### config.mk
export PLATFORM = sky130hd
export DESIGN_NAME = scsr_regs
export DESIGN_NICKNAME = d
export VERILOG_FILES = /design/src/scsr_glitch_filter.v /design/src/scsr_regs.v
export VERILOG_INCLUDE_DIRS = /design/src
export SDC_FILE = /design/constraint.sdc
export NUM_CORES = 1
export LEC_CHECK = 0
export BUFFER_PORTS_ARGS = -buffer_cell sky130_fd_sc_hd__buf_2
export CORE_UTILIZATION = 56
export DETAILED_ROUTE_END_ITERATION = 7
export PLACE_DENSITY = 0.8
export SETUP_SLACK_MARGIN = 0.1
export SLEW_MARGIN = 20
export SYNTH_ARGS = -nofsm -noshare
export SYNTH_HDL_FRONTEND = slang
export SYNTH_SLANG_ARGS = --single-unit
### constraint.sdc
create_clock -name clk -period 5.9 [get_ports clk]
set_clock_uncertainty 0.1 [all_clocks]
set_input_delay 0.295 -clock clk [delete_from_list [all_inputs] [get_ports clk]]
set_output_delay 0.295 -clock clk [all_outputs]
set_load 0.01 [all_outputs]
### src/scsr_defines.vh
/*
 Constants for the serializer control and status register bank:
 register offsets, field positions, reset values and timing units.
 Assumes it is included by its bare name from each design file.
*/
`ifndef SCSR_DEFINES_VH
`define SCSR_DEFINES_VH

// Register offsets
`define SCSR_ADDR_PASSTHRU      8'h17
`define SCSR_ADDR_CLK_HIGH      8'h18
`define SCSR_ADDR_CLK_LOW       8'h19
`define SCSR_ADDR_PAYLOAD_AUDIO 8'h1a
`define SCSR_ADDR_BC_ERRORS     8'h1b
`define SCSR_ADDR_IO_LOW        8'h1c
`define SCSR_ADDR_IO_HIGH       8'h1d

// Reset values
`define SCSR_RST_PASSTHRU       8'h1e
`define SCSR_RST_CLK_HIGH       8'ha1
`define SCSR_RST_CLK_LOW        8'ha5
`define SCSR_RST_PAYLOAD_AUDIO  8'h00

// Field positions
`define SCSR_PASS_ALL_BIT       7
`define SCSR_HOLD_MSB           6
`define SCSR_HOLD_LSB           4
`define SCSR_FILT_MSB           3
`define SCSR_FILT_LSB           0
`define SCSR_AUDIO_LOCK_BIT     7
`define SCSR_WIDE_BIT           1
`define SCSR_SURROUND_BIT       0
`define SCSR_CFG12_FOURCH_BIT   3
`define SCSR_CFG12_AUX_BIT      0

// Timing, in ns; 16 bits wide so field products never overflow
`define SCSR_CLK_PERIOD_NS      16'h0028
`define SCSR_HOLD_UNIT_NS       16'h0028
`define SCSR_FILT_UNIT_NS       16'h0005

// Counter ceiling
`define SCSR_BC_ERR_MAX         8'hff

`endif

### src/scsr_glitch_filter.v
/*
 One glitch filter for a synchronised bus line.
 Assumes the input is already synchronised to clk.
*/
`timescale 1ns/100ps
`include "scsr_defines.vh"

module scsr_glitch_filter #(
   parameter CW = 3
) (
   input  wire          clk,
   input  wire          reset_n,
   input  wire          line_in,
   input  wire [CW-1:0] depth_cycles,
   output reg           line_q
);

   reg [CW-1:0] stable_q;

   // The output moves only after the new level outlasts the depth
   always @(posedge clk or negedge reset_n) begin
      if (!reset_n) begin
         line_q   <= 1'b1;
         stable_q <= {CW{1'b0}};
      end else if (line_in == line_q) begin
         stable_q <= {CW{1'b0}};
      end else if (stable_q >= depth_cycles) begin
         line_q   <= line_in;
         stable_q <= {CW{1'b0}};
      end else begin
         stable_q <= stable_q + {{(CW-1){1'b0}}, 1'b1};
      end
   end

endmodule

### src/scsr_regs.v
/*
 Control and status register bank of the serializer, offsets 0x17 to 0x1d,
 with bus-line conditioning, master clock timing, forwarding decision,
 payload and audio mode selection and the self-test error counters.
 Assumes the serial bus slave engine presents decoded register accesses
 on the clk domain and that the neighbouring registers feed their bits in.
*/
// What this block does
// - Pass-all clear: forward only accesses to remote deserializer or remote target ID.
// - Pass-all set: forward every access not aimed at our own ID.
// - Delay data input against clock input by hold field, 40 ns steps.
// - Reject clock and data glitches up to filter field width, 5 ns steps.
// - Audio lock clear: repeater takes audio format from in-band signalling.
// - Wide payload selects 28-bit data, else 24-bit plus three controls.
// - Surround bit gives 5.1/7.1 audio, else 2/4 channel from 0x12 bits.
// - Surround audio always uses the data-island transport.
// - A repeater may override surround with the detected in-band format.
// - Count self-test back-channel CRC errors, 8 bits, saturating at 255.
// - Error counter clears on new self-test start or 0x04 bit 5 write.
// - Second-link select makes the counter read show the second link.
// - Status low shows lines 7..5 and 3..0, bit 4 reserved.
// - Status high shows line 8 in bit 0, others zero.
// - Status bits mean something only for pins set as inputs.
// - Second-link select shows far-link lines 3..0 in status bits 3..0.
// - Second-link select routes primary accesses, ignored if secondary address on.
`timescale 1ns/100ps
`include "scsr_defines.vh"

module scsr_regs (
   input  wire       clk,
   input  wire       reset_n,
   input  wire       reg_wr,
   input  wire       reg_rd,
   input  wire [7:0] reg_addr,
   input  wire [7:0] reg_wdata,
   input  wire       reg_via_secondary,
   output reg  [7:0] reg_rdata_q,
   input  wire       second_link_select,
   input  wire       secondary_address_enable,
   input  wire       scl_pin,
   input  wire       sda_pin,
   output reg        scl_cond_q,
   output reg        sda_cond_q,
   input  wire       master_active,
   output reg        master_scl_oe_q,
   input  wire       target_valid,
   input  wire [6:0] target_id,
   input  wire [6:0] own_id,
   input  wire [6:0] remote_des_id,
   input  wire [6:0] remote_target_id,
   output reg        forward_valid_q,
   output reg        forward_q,
   input  wire       is_repeater,
   input  wire [1:0] inband_audio_fmt,
   input  wire [7:0] audio_cfg12,
   output reg        wide_payload_mode_q,
   output reg        low_speed_ctrl_en_q,
   output reg  [2:0] audio_mode_q,
   output reg        data_island_transport_q,
   input  wire       selftest_active,
   input  wire       selftest_start,
   input  wire       bc_err_clear,
   input  wire [1:0] bc_crc_err,
   input  wire [8:0] local_io_pins,
   input  wire [3:0] far_link_io_line
);

   ////////////////////////////////////////////////////////////////////////////
   // Registers and pin synchronisers

   reg  [7:0] passthru_q;
   reg  [7:0] clk_high_q;
   reg  [7:0] clk_low_q;
   reg  [7:0] payload_audio_q;
   reg  [7:0] bc_err0_q;
   reg  [7:0] bc_err1_q;
   reg  [1:0] scl_sync_q;
   reg  [1:0] sda_sync_q;
   reg  [8:0] io_meta_q;
   reg  [8:0] io_sync_q;
   reg  [7:0] sda_delay_q;
   reg  [7:0] mclk_cnt_q;
   reg        mclk_low_q;
   wire       scl_filt;
   wire       sda_filt;

   wire second_link_view = reg_via_secondary ? secondary_address_enable
                                             : (second_link_select & ~secondary_address_enable);

   always @(posedge clk or negedge reset_n) begin
      if (!reset_n) begin
         passthru_q      <= `SCSR_RST_PASSTHRU;
         clk_high_q      <= `SCSR_RST_CLK_HIGH;
         clk_low_q       <= `SCSR_RST_CLK_LOW;
         payload_audio_q <= `SCSR_RST_PAYLOAD_AUDIO;
      end else if (reg_wr) begin
         case (reg_addr)
            `SCSR_ADDR_PASSTHRU:      passthru_q <= reg_wdata;
            `SCSR_ADDR_CLK_HIGH:      clk_high_q <= reg_wdata;
            `SCSR_ADDR_CLK_LOW:       clk_low_q  <= reg_wdata;
            // Reserved bits 6:2 hold zero
            `SCSR_ADDR_PAYLOAD_AUDIO: payload_audio_q <= reg_wdata & 8'h83;
            default: ;
         endcase
      end
   end

   // Two flops on every pin before any logic
   always @(posedge clk or negedge reset_n) begin
      if (!reset_n) begin
         scl_sync_q <= 2'b11;
         sda_sync_q <= 2'b11;
         io_meta_q  <= 9'h000;
         io_sync_q  <= 9'h000;
      end else begin
         scl_sync_q <= {scl_sync_q[0], scl_pin};
         sda_sync_q <= {sda_sync_q[0], sda_pin};
         io_meta_q  <= local_io_pins;
         io_sync_q  <= io_meta_q;
      end
   end

   ////////////////////////////////////////////////////////////////////////////
   // Bus line conditioning

   // Depth rounds up: a glitch of the set width must still be rejected
   wire [3:0] filt_field = passthru_q[`SCSR_FILT_MSB:`SCSR_FILT_LSB];
   wire [15:0] filt_ns   = {12'h000, filt_field} * `SCSR_FILT_UNIT_NS;
   wire [15:0] filt_cyc  = (filt_ns + `SCSR_CLK_PERIOD_NS - 16'h0001) / `SCSR_CLK_PERIOD_NS;

   scsr_glitch_filter #(.CW(3)) u_scl_filter (
      .clk          (clk),
      .reset_n      (reset_n),
      .line_in      (scl_sync_q[1]),
      .depth_cycles (filt_cyc[2:0]),
      .line_q       (scl_filt)
   );

   scsr_glitch_filter #(.CW(3)) u_sda_filter (
      .clk          (clk),
      .reset_n      (reset_n),
      .line_in      (sda_sync_q[1]),
      .depth_cycles (filt_cyc[2:0]),
      .line_q       (sda_filt)
   );

   wire [2:0] hold_field = passthru_q[`SCSR_HOLD_MSB:`SCSR_HOLD_LSB];
   wire [15:0] hold_cyc  = ({13'h0000, hold_field} * `SCSR_HOLD_UNIT_NS) / `SCSR_CLK_PERIOD_NS;

   always @(posedge clk or negedge reset_n) begin
      if (!reset_n) begin
         sda_delay_q <= 8'hff;
         scl_cond_q  <= 1'b1;
         sda_cond_q  <= 1'b1;
      end else begin
         sda_delay_q <= {sda_delay_q[6:0], sda_filt};
         scl_cond_q  <= scl_filt;
         sda_cond_q  <= (hold_cyc[2:0] == 3'd0) ? sda_filt : sda_delay_q[hold_cyc[2:0] - 3'd1];
      end
   end

   ////////////////////////////////////////////////////////////////////////////
   // Master clock timing

   always @(posedge clk or negedge reset_n) begin
      if (!reset_n) begin
         mclk_cnt_q      <= 8'h00;
         mclk_low_q      <= 1'b0;
         master_scl_oe_q <= 1'b0;
      end else if (!master_active) begin
         mclk_cnt_q      <= 8'h00;
         mclk_low_q      <= 1'b0;
         master_scl_oe_q <= 1'b0;
      end else if (mclk_cnt_q >= (mclk_low_q ? clk_low_q : clk_high_q)) begin
         mclk_cnt_q      <= 8'h00;
         mclk_low_q      <= ~mclk_low_q;
         master_scl_oe_q <= ~mclk_low_q;
      end else begin
         mclk_cnt_q      <= mclk_cnt_q + 8'h01;
         master_scl_oe_q <= mclk_low_q;
      end
   end

   ////////////////////////////////////////////////////////////////////////////
   // Forwarding decision

   always @(posedge clk or negedge reset_n) begin
      if (!reset_n) begin
         forward_valid_q <= 1'b0;
         forward_q       <= 1'b0;
      end else begin
         forward_valid_q <= target_valid;
         if (target_valid) begin
            if (passthru_q[`SCSR_PASS_ALL_BIT]) begin
               forward_q <= (target_id != own_id);
            end else begin
               forward_q <= (target_id == remote_des_id) || (target_id == remote_target_id);
            end
         end
      end
   end

   ////////////////////////////////////////////////////////////////////////////
   // Payload and audio modes

   wire audio_lock  = payload_audio_q[`SCSR_AUDIO_LOCK_BIT];
   wire auto_detect = is_repeater & ~audio_lock;
   wire surround    = auto_detect ? (inband_audio_fmt == 2'd2)
                                  : payload_audio_q[`SCSR_SURROUND_BIT];
   wire four_ch     = auto_detect ? (inband_audio_fmt == 2'd1)
                                  : (audio_cfg12[`SCSR_CFG12_FOURCH_BIT] |
                                     audio_cfg12[`SCSR_CFG12_AUX_BIT]);

   always @(posedge clk or negedge reset_n) begin
      if (!reset_n) begin
         wide_payload_mode_q     <= 1'b0;
         low_speed_ctrl_en_q     <= 1'b1;
         audio_mode_q            <= 3'b001;
         data_island_transport_q <= 1'b0;
      end else begin
         wide_payload_mode_q <= payload_audio_q[`SCSR_WIDE_BIT];
         low_speed_ctrl_en_q <= ~payload_audio_q[`SCSR_WIDE_BIT];
         if (surround) begin
            audio_mode_q <= 3'b100;
         end else if (four_ch) begin
            audio_mode_q <= 3'b010;
         end else begin
            audio_mode_q <= 3'b001;
         end
         data_island_transport_q <= surround;
      end
   end

   ////////////////////////////////////////////////////////////////////////////
   // Self-test error counters

   // Clear on start or strobe; an error in the same cycle counts
   wire bc_clr = selftest_start | bc_err_clear;

   always @(posedge clk or negedge reset_n) begin
      if (!reset_n) begin
         bc_err0_q <= 8'h00;
         bc_err1_q <= 8'h00;
      end else begin
         if (bc_clr) begin
            bc_err0_q <= {7'h00, bc_crc_err[0] & selftest_active};
            bc_err1_q <= {7'h00, bc_crc_err[1] & selftest_active};
         end else if (selftest_active) begin
            if (bc_crc_err[0] && bc_err0_q != `SCSR_BC_ERR_MAX) begin
               bc_err0_q <= bc_err0_q + 8'h01;
            end
            if (bc_crc_err[1] && bc_err1_q != `SCSR_BC_ERR_MAX) begin
               bc_err1_q <= bc_err1_q + 8'h01;
            end
         end
      end
   end

   ////////////////////////////////////////////////////////////////////////////
   // Read path

   // Low status layout; far-link lines on second link
   wire [3:0] low_lines = second_link_view ? far_link_io_line : io_sync_q[3:0];
   // Output pins read whatever the pad shows
   wire [7:0] io_low    = {io_sync_q[7:5], 1'b0, low_lines};
   wire [7:0] io_high   = {7'h00, io_sync_q[8]};

   always @(posedge clk or negedge reset_n) begin
      if (!reset_n) begin
         reg_rdata_q <= 8'h00;
      end else if (reg_rd) begin
         case (reg_addr)
            `SCSR_ADDR_PASSTHRU:      reg_rdata_q <= passthru_q;
            `SCSR_ADDR_CLK_HIGH:      reg_rdata_q <= clk_high_q;
            `SCSR_ADDR_CLK_LOW:       reg_rdata_q <= clk_low_q;
            `SCSR_ADDR_PAYLOAD_AUDIO: reg_rdata_q <= payload_audio_q;
            `SCSR_ADDR_BC_ERRORS:     reg_rdata_q <= second_link_view ? bc_err1_q : bc_err0_q;
            `SCSR_ADDR_IO_LOW:        reg_rdata_q <= io_low;
            `SCSR_ADDR_IO_HIGH:       reg_rdata_q <= io_high;
            default:                  reg_rdata_q <= 8'h00;
         endcase
      end
   end

endmodule

Word level (Yosys, flattened, before mapping):

Cells that the tools add are included.

* add/subtract/negate cells: 8
* multipliers: 2
* div/mod/pow operators: 2
* $lt $le $gt $ge: 4
* equal/unequal tests: 17
* mux-type cells: 27
* bitwise gates (word level): 12
* reduce and logical (&&, ||, !) cells: 15

Operators by type and width (number)
* $mux 8: 10
* $eq 8x5->1 const B: 7
* $pmux 8 s7: 1
* $add 8x1->8 const B: 3
* $div 16x6->16 const B: 1
* $div 9x6->16 const B: 1
* $ne 8x8->1 const B: 2
* $reduce_and 2->1: 8
* $mux 3: 5
* $eq 7x7->1: 2
* $sub 8x1->9 const B: 1
* $add 7x6->8 const B: 1
* $ge 8x8->1: 1
* $mux 1: 8
* $mul 4x3->7 const B: 1
* $ne 7x7->1: 1
* $add 3x1->3 const B: 2
* $ge 3x3->1: 2
* $mul 3x3->6 const B: 1
* $not 1->1: 6
* $reduce_bool 2->1: 3
* $and 1x1->1: 4
* $lt 3x4->1 const B: 1
* $mux 4: 1
* other kinds (11): 14

* register bits after elaboration: 108
* bits of input ports: 84

Longest topological paths before layout:

Gate-level depths: netlist of run 1.

* word-level depth: 7
* gate-level depth with buffers: 21
* mapped depth without buffers: 21

By module:

Synthesis of run 1 repeated with hierarchy kept, for this count alone.

* cells, all modules: 555
* area total of the unflattened synthesis: 6013.3 um2

By module, submodules not included
* scsr_regs: times used 1, cells each 509, area an instance 5532.8 um2
* scsr_glitch_filter: times used 2, cells each 23, area an instance 240.2 um2

Worst setup path before layout of run 1:

OpenSTA, ideal clock, no wires.

* path type: flip-flop to flip-flop
* from: reg passthru_q[3]
* to: reg u_scl_filter.line_q
* arrival: 4097 ps
* data required time: 5718 ps
* setup slack: 1621 ps
* cell stages (with the launch flop): 20
* period minus slack after synthesis: 4279 ps
* cell sequence: dfstp_2 -> ha_1 -> ha_1 -> ha_1 -> nor2b_4 -> o21a_1 -> or2_4 -> o2111ai_1 -> o21ai_1 -> inv_2 -> ha_1 -> inv_1 -> a32oi_1 -> a221oi_1 -> nand2_1 -> ha_1 -> nand2b_1 -> a21o_1 -> a21oi_1 -> mux2_2

* word-level cells in the longest chain between the ends: 6

Ends and longest elaborated chain
* from (decl): RTL line scsr_regs.v:71 `reg [7:0] passthru_q;`
* from (signal assigned): RTL line scsr_regs.v:92 `` passthru_q <= `SCSR_RST_PASSTHRU; ``
* from (signal assigned): RTL line scsr_regs.v:98 `` `SCSR_ADDR_PASSTHRU: passthru_q <= reg_wdata; ``
* $mul 4x3->7 (no source line)
* $add 7x6->8 (no source line)
* $sub 8x1->9: RTL line scsr_regs.v:129 `` wire [15:0] filt_cyc = (filt_ns + `SCSR_CLK_PERIOD_NS - 16'h0001) / `SCSR_CLK_PERIOD_NS; ``
* $div 16x6->16 (no source line)
* $ge 3x3->1: RTL line scsr_glitch_filter.v:27 `end else if (stable_q >= depth_cycles) begin`
* $reduce_and 2->1 (no source line)
* to (signal assigned): RTL line scsr_glitch_filter.v:28 `line_q <= line_in;`
* to (decl): RTL line scsr_glitch_filter.v:15 `output reg line_q`

No other way between the ends.
A chain may end at the register's enable or synchronous reset.

Worst setup path after layout of run 1:

* from: reg passthru_q[3]
* to: reg u_sda_filter.line_q

* word-level cells in the longest chain between the ends: 6

Ends and longest elaborated chain (RTL line)
* $mul 4x3->7 (no source line)
* $add 7x6->8 (no source line)
* $sub 8x1->9: scsr_regs.v:129
* $div 16x6->16 (no source line)
* $ge 3x3->1: scsr_glitch_filter.v:27
* $reduce_and 2->1 (no source line)
* to (signal assigned): scsr_glitch_filter.v:28
* to (decl): scsr_glitch_filter.v:15

No other way between the ends.

==> metrics.cfg, run 1 <==
[worst_hold_path]
hold_end = mclk_low_q
min_from = master_active
whs_path_depth = 2
hp-class = in -> reg

[die]
die_area_sq_um = 10660
die_width_microns = 103.3
ios = 103
start_util = 0.5821
die_y_microns = 103.3
rows = 36
core_sq_um = 9864

[clocking]
cts_buffers = 9
root_buffer = clkbuf_8
hold_buffers = 12
cts-resized-gates = 0
worstSkewPairLatency_ns = 0.39
cts_tree = yes
cts_setup_buffers = 0
clkSinkCount = 105
path_clk_slew_ns = 0.11
h-tree-depth = 3
cts.path.max_buffers = 2

[detailed_routing]
drc_errors = 0
antenna_left = 0
via_per_inst = 5.610
dr.pass1.iters = 5
wire_per_inst_microns = 15.32
drt_iter0_markers = 186
vias = 4292
postRouteWirelength_microns = 11720

[place]
dp_cells = 737
hpwl_microns = 8965
gp_congestion = 0.8647
portBuffers = 95

[timing]
period_share = 0.7833
whs_ns = 0.03593
relSlewSlack = 0.4598
finalMaxSlewViolations = 0
worst_pin_slew_ns = 0.8085
fin_setup_tns_ns = 0
min_period_ns = 4.621
setup_viol = 0
hold_viol_final = 0
fmaxAchievable_mhz = 216.4
rsz0062_at_grt = no

[setup_path]
reg2reg_from = passthru_q[3]
crit_top_cell = ha_1
r2r_end = u_sda_filter.line_q
crit_path_max_incr_delay_ns = 0.63
worstSetupStartpointType = flop
ff2ff_path_depth = 19
reg2reg_slack_ns = 1.28
crit_arrival_ns = 4.84
cp_cell_sequence = ha_1 -> ha_1 -> ha_1 -> nor2b_4 -> o21a_1 -> or2_4 -> o2111ai_1 -> o21ai_1 -> inv_2 -> ha_1 -> inv_1 -> a32oi_1 -> a221oi_1 -> nand2_1 -> ha_1 -> nand2b_1 -> a21o_1 -> a21oi_1 -> mux2_2
cp.required_ns = 6.12
critPathKind = reg -> reg
endpoint_kind = flop
crit_path_top_delay_cell = dfstp_2
critPathMaxFanout = 8

[layout]
nNetsFinal = 747
n_antenna_cell = 0
final_cells = 765
drive_above_1_share = 0.2801
multiInputGateArea_sq_um = 2948
fillers = 766
layout_commonest_cell = buf_2
mostFrequentLayoutCells = buf_2 (94), dfrtp_1 (76), nor2_1 (42)
ff_latch_area_sq_um = 2664
syn_to_final_growth_pct = 16.37

[yosys]
synth_area_sq_um = 5742
synth_nets = 638
ys.flop_type = dfrtp_1
yosysTopAreaCellShare = 0.3312
synth_seq_area_share = 0.4639
synth_cells = 518
synth_top_area_cell = dfrtp_1
ys_async_sr_fraction = 1.000
synth_edf_count = 0
ys_seq_elements = 105
yosys-top-cells-area = dfrtp_1 (33%), dfstp_2 (13%), ha_1 (7.6%), mux2i_1 (5.1%), xor2_1 (4.7%)
synthDistinctLibCells = 70
synth_warnings = 0
syn_area_per_cell_sq_um = 11.08

[global_route]
grt_max_degree = 57
grt-ovfl-total = 0
grt_pass1_vias = 4081
grt_pass1_wl_microns = 19080
groute.usage.overall = 0.2366
antenna_found_initial = 0

[pwr]
p_leak_nw = 3.138
p_per_area_nw_per_um2 = 232.0
ir_drop_mv = 0.2322

[run_status]
status = finished, final reports clean

[job]
drv_cap = 0

-- registers in the layout, indices dropped and copies added, names as in the netlist, 2 cells and up --
register               flops
reg_rdata_q                8
scl_sync_q                 2
bc_err1_q                  8
payload_audio_q            3
u_scl_filter.stable_q      3
bc_err0_q                  8
sda_delay_q                8
io_sync_q                  8
io_meta_q                  8
audio_mode_q               3
clk_high_q                 8
u_sda_filter.stable_q      3
clk_low_q                  8
mclk_cnt_q                 8
passthru_q                 8
sda_sync_q                 2
-- synth_stat cells (2+ instances only) --
master	n
o21ai_1	5
nand2_1	31
and3_1	8
o21bai_1	2
a211oi_1	5
o22ai_1	12
and2_1	2
a21oi_2	2
mux2i_1	29
and2b_1	2
a21o_1	7
buf_1	2
o21a_1	3
xor2_1	31
ha_1	35
a31oi_1	2
nor4_1	4
clkbuf_1	6
mux4_1	2
a221oi_1	2
nand4_1	5
nor3b_1	3
nand3_1	18
mux2_2	14
o211ai_1	3
nor2b_1	2
mux2_1	16
nor2_1	42
inv_1	21
dfrtp_1	76
xnor2_1	17
and4_1	3
nand3b_1	2
nor3_1	7
nand2b_1	7
dfstp_2	29
o21ai_0	15
a21oi_1	11
buf_2	2
or2_2	2
a31oi_2	2
-- worst max path at each step --
stage | start | end | slack, ns | cells past startpoint
6_report | passthru_q[3] | u_sda_filter.line_q | 1.28 | 19
5_1_grt | passthru_q[3] | u_scl_filter.line_q | 1.03 | 19
4_1_cts | passthru_q[3] | u_sda_filter.line_q | 1.25 | 19
3_5_place_dp | passthru_q[3] | u_sda_filter.line_q | 1.27 | 19
3_3_place_gp | passthru_q[3] | u_scl_filter.line_q | 1.40 | 19
2_1_floorplan | passthru_q[3] | u_scl_filter.line_q | 1.62 | 19
-- stage by stage --
step | worst slack (ns) | power (mW) | area (sq um) | util
after floorplan | 1.621 | 1.012 | 5742 | -
after global placement | 1.401 | 1.099 | 6354 | 0.6441
after detailed placement | 1.272 | 1.114 | 6354 | 0.6441
after CTS | 1.252 | 1.568 | 6681 | 0.6773
after global routing | 1.027 | 1.632 | 6681 | 0.6773
final | 1.279 | 1.550 | 6681 | 0.6773
-- report_power, final --
group	switching [mW]	leakage, nW	internal [mW]
sequential	0.0486	1.31	0.785
clock	0.275	0.103	0.169
combinational	0.135	1.73	0.136
-- final cells by class --
class | count | area share
Multi-Input combinational cell | 380 | 0.4412
Clock buffer | 9 | 0.01854
Tap cell | 133 | 0.02491
Sequential cell | 105 | 0.3987
Inverter | 22 | 0.01236
Timing Repair Buffer | 109 | 0.09176
Clock inverter | 7 | 0.01255
-- critical path, delay by kind of cell, from the launching register on --
| kind | cells | cell delay (ns) |
|---|---|---|
| AOI/OAI and AO/OA | 7 | 1.25 |
| adders and majority gates | 5 | 1.38 |
| buffers and inverters | 2 | 0.15 |
| DFF | 1 | 0.63 |
| muxes | 1 | 0.36 |
| and+or+nand+nor | 4 | 0.67 |
-- kinds of logic (layout without fill, tap and decap cells) --
| group | count (synthesis) | in the layout | share of synthesized area |
|---|---|---|---|
| AO/OA/AOI/OAI | 84 | 84 | 0.09980 |
| XOR/XNOR | 48 | 48 | 0.07322 |
| adder cells (fa/ha/maj) | 36 | 36 | 0.07976 |
| buffers and inverters | 33 | 147 | 0.02266 |
| flip-flops | 105 | 105 | 0.4639 |
| multiplexers | 62 | 62 | 0.1225 |
| AND/OR/NAND/NOR | 150 | 150 | 0.1382 |
-- per-layer routing --
metal	wire length, microns	share of wire	GRT usage
met1	5150	0.44	0.3186
met5	0	0	0
met4	164	0.014	0.07801
met2	5890	0.50	0.3856
met3	510	0.044	0.04906
Note: power is estimated with default switching activity, not from simulation.
==> inputs of run 2 (changes only) <==
--- a/config.mk
+++ b/config.mk
@@ -7,9 +7,9 @@
 export NUM_CORES = 1
 export LEC_CHECK = 0
 export BUFFER_PORTS_ARGS = -buffer_cell sky130_fd_sc_hd__buf_2
-export CORE_UTILIZATION = 56
+export CORE_UTILIZATION = 51
 export DETAILED_ROUTE_END_ITERATION = 7
-export PLACE_DENSITY = 0.8
+export PLACE_DENSITY = 0.77
 export SETUP_SLACK_MARGIN = 0.1
 export SLEW_MARGIN = 20
 export SYNTH_ARGS = -nofsm -noshare
==> constraint.sdc (replaced) <==
create_clock -name clk -period 3.8 [get_ports clk]
set_clock_uncertainty 0.1 [all_clocks]
set_input_delay 0.19 -clock clk [delete_from_list [all_inputs] [get_ports clk]]
set_output_delay 0.19 -clock clk [all_outputs]
set_load 0.01 [all_outputs]
==> run 2 against run 1 <==
- the flow now finishes with violations (negative setup slack)
- total power rose by 58%
- count of clock-buffer cells in the layout is 1 higher
- combinational power increased by 81%
- utilization decreased by 2.1 points
- first-iteration DRC count grew 8.6%
- register-to-register slack worse by 1.5 ns
- highest routed layer unchanged
==> metrics.cfg, run 2 (same netlist as run 1, synthesis figures left out) <==
[global_route]
grt-ovfl-total = 0
use_met2 = 0.4304
grt_pass1_wl_microns = 21820
met3_usage = 0.05907
antenna_found_initial = 0
groute.usage.overall = 0.2426
use_met1 = 0.2933
grt.busiest_layer = met2
grt_pass1_vias = 4536
grt_max_degree = 46

[detailed_routing]
via_per_inst = 5.470
drt_iter0_markers = 202
wire_per_inst_microns = 15.91
drc_errors = 0
vias = 4458
antenna_left = 0
dr.pass1.iters = 4
postRouteWirelength_microns = 12970

[clocking]
h-tree-depth = 3
clkSinkCount = 105
root_buffer = clkbuf_8
worstSkewPairLatency_ns = 0.39
cts.path.max_buffers = 2
cts_tree = yes
cts_buffers = 9
path_clk_slew_ns = 0.11

[timing]
period_share = 1.066
finalMaxSlewViolations = 0
worst_pin_slew_ns = 0.8402
rsz0062_at_grt = yes
min_period_ns = 4.052
fmaxAchievable_mhz = 246.8
relSlewSlack = 0.4386
hold_viol_final = 0
setup_viol = 8
whs_ns = 0.01969
finalWorstSetupSlack_ns = -0.2523

[setup_path]
cp_cell_sequence = ha_4 -> ha_4 -> ha_4 -> nor2b_4 -> o21a_1 -> or2_4 -> o2111ai_2 -> o21ai_2 -> inv_2 -> ha_4 -> inv_4 -> a32oi_2 -> a221oi_2 -> nand2_1 -> ha_1 -> nand2b_1 -> a21o_1 -> a21oi_2 -> mux2_4
cp.required_ns = 4.02
endpoint_kind = flop
reg2reg_from = passthru_q[3]
reg2reg_slack_ns = -0.25
crit_path_max_incr_delay_ns = 0.57
critPathMaxFanout = 4
path_buf_inv = 2
critPathKind = reg -> reg
worst-path-stages = 19
ff2ff_path_depth = 19
crit_arrival_ns = 4.27
crit_path_top_delay_cell = dfstp_2
worstSetupStartpointType = flop
crit_top_cell = ha_4
path_delay_family = adder cells
r2r_end = u_sda_filter.line_q

[place]
gp_congestion = 0.8401
dp_cells = 764
dpl_cell_area_sq_um = 6578
portBuffers = 95
hpwl_microns = 9534
pre_cts_ws_ns = -0.3493

[job]
drv_cap = 0

[layout]
final_cells = 815
layout_commonest_cell = buf_2
nNetsFinal = 790
n_antenna_cell = 0
syn_to_final_growth_pct = 24.43
mostFrequentLayoutCells = buf_2 (94), dfrtp_1 (76), nor2_1 (41)
fillers = 825
drive_above_1_share = 0.3259
final_area_sq_um = 7144

[run_status]
violations = negative setup slack
status = finished with violations

[die]
die_y_microns = 108.1
ios = 103
rows = 38
die_width_microns = 108.1
core_sq_um = 10890
start_util = 0.5274
die_area_sq_um = 11690

[worst_hold_path]
hold_end = bc_err0_q[0]
min_from = bc_crc_err[0]
whs_path_depth = 3
hp-class = in -> reg

[pwr]
p_leak_nw = 3.342
p_per_area_nw_per_um2 = 343.6
ir_drop_mv = 0.3225

-- run 2: how the worst max path moves through the flow --
| stage | startpoint | to | slack, ns |
|---|---|---|---|
| final | passthru_q[3] | u_sda_filter.line_q | -0.25 |
| after global routing | passthru_q[3] | u_scl_filter.stable_q[0] | -0.41 |
| after CTS | passthru_q[3] | u_sda_filter.line_q | -0.27 |
| after detailed placement | passthru_q[3] | u_sda_filter.line_q | -0.35 |
| after global placement | passthru_q[3] | u_scl_filter.line_q | -0.27 |
| after floorplan | passthru_q[3] | u_scl_filter.line_q | -0.28 |
-- run 2: tightest hold or removal path, stage by stage --
cell and delay [ns]:
buf_2 0.09, nand2_1 0.11, o21ai_0 0.08
-- run 2: what timing repair did --
item / 4_1_cts / 5_1_grt
setup endpoints to repair: 8 / 8
buffers inserted: 4 / 2
hold buffers: 29 / 0
gates cloned: 0 / 0
pin swaps: 13 / 8
endpoints found under the hold margin: 74 / 0
resized for setup: 8 / 3
-- run 2: final cells by class --
class	instances	area [sq um]	area share
multi-input cells	380	3057	0.4278
repair buffers	152	978.4	0.1370
well taps	140	175.2	0.02452
clock buffers	10	137.6	0.01926
inverters	22	85.08	0.01191
clock inverters	6	47.55	0.006655
flip-flops and latches	105	2664	0.3729
-- run 2: power breakdown --
group | switching (mW) | internal [mW] | total [mW] | leakage (nW)
Sequential | 0.0754 | 1.22 | 1.29 | 1.31
Combinational | 0.236 | 0.255 | 0.492 | 1.94
Clock | 0.403 | 0.266 | 0.668 | 0.0994
Total | 0.714 | 1.74 | 2.45 | 3.34
-- run 2: metal layers --
metal	part of all wire	wire [microns]
met1	0.42	5396
met4	0.013	174
met3	0.040	516
met2	0.53	6882
met5	0	0
-- run 2: per-stage QoR --
stage	util	setup TNS (ns)	power (mW)
after floorplan	-	-1.196	1.585
after global placement	0.6041	-1.549	1.742
after detailed placement	0.6041	-2.156	1.769
after CTS	0.6541	-1.748	2.477
after global routing	0.6562	-3.016	2.592
final	0.6562	-1.766	2.455
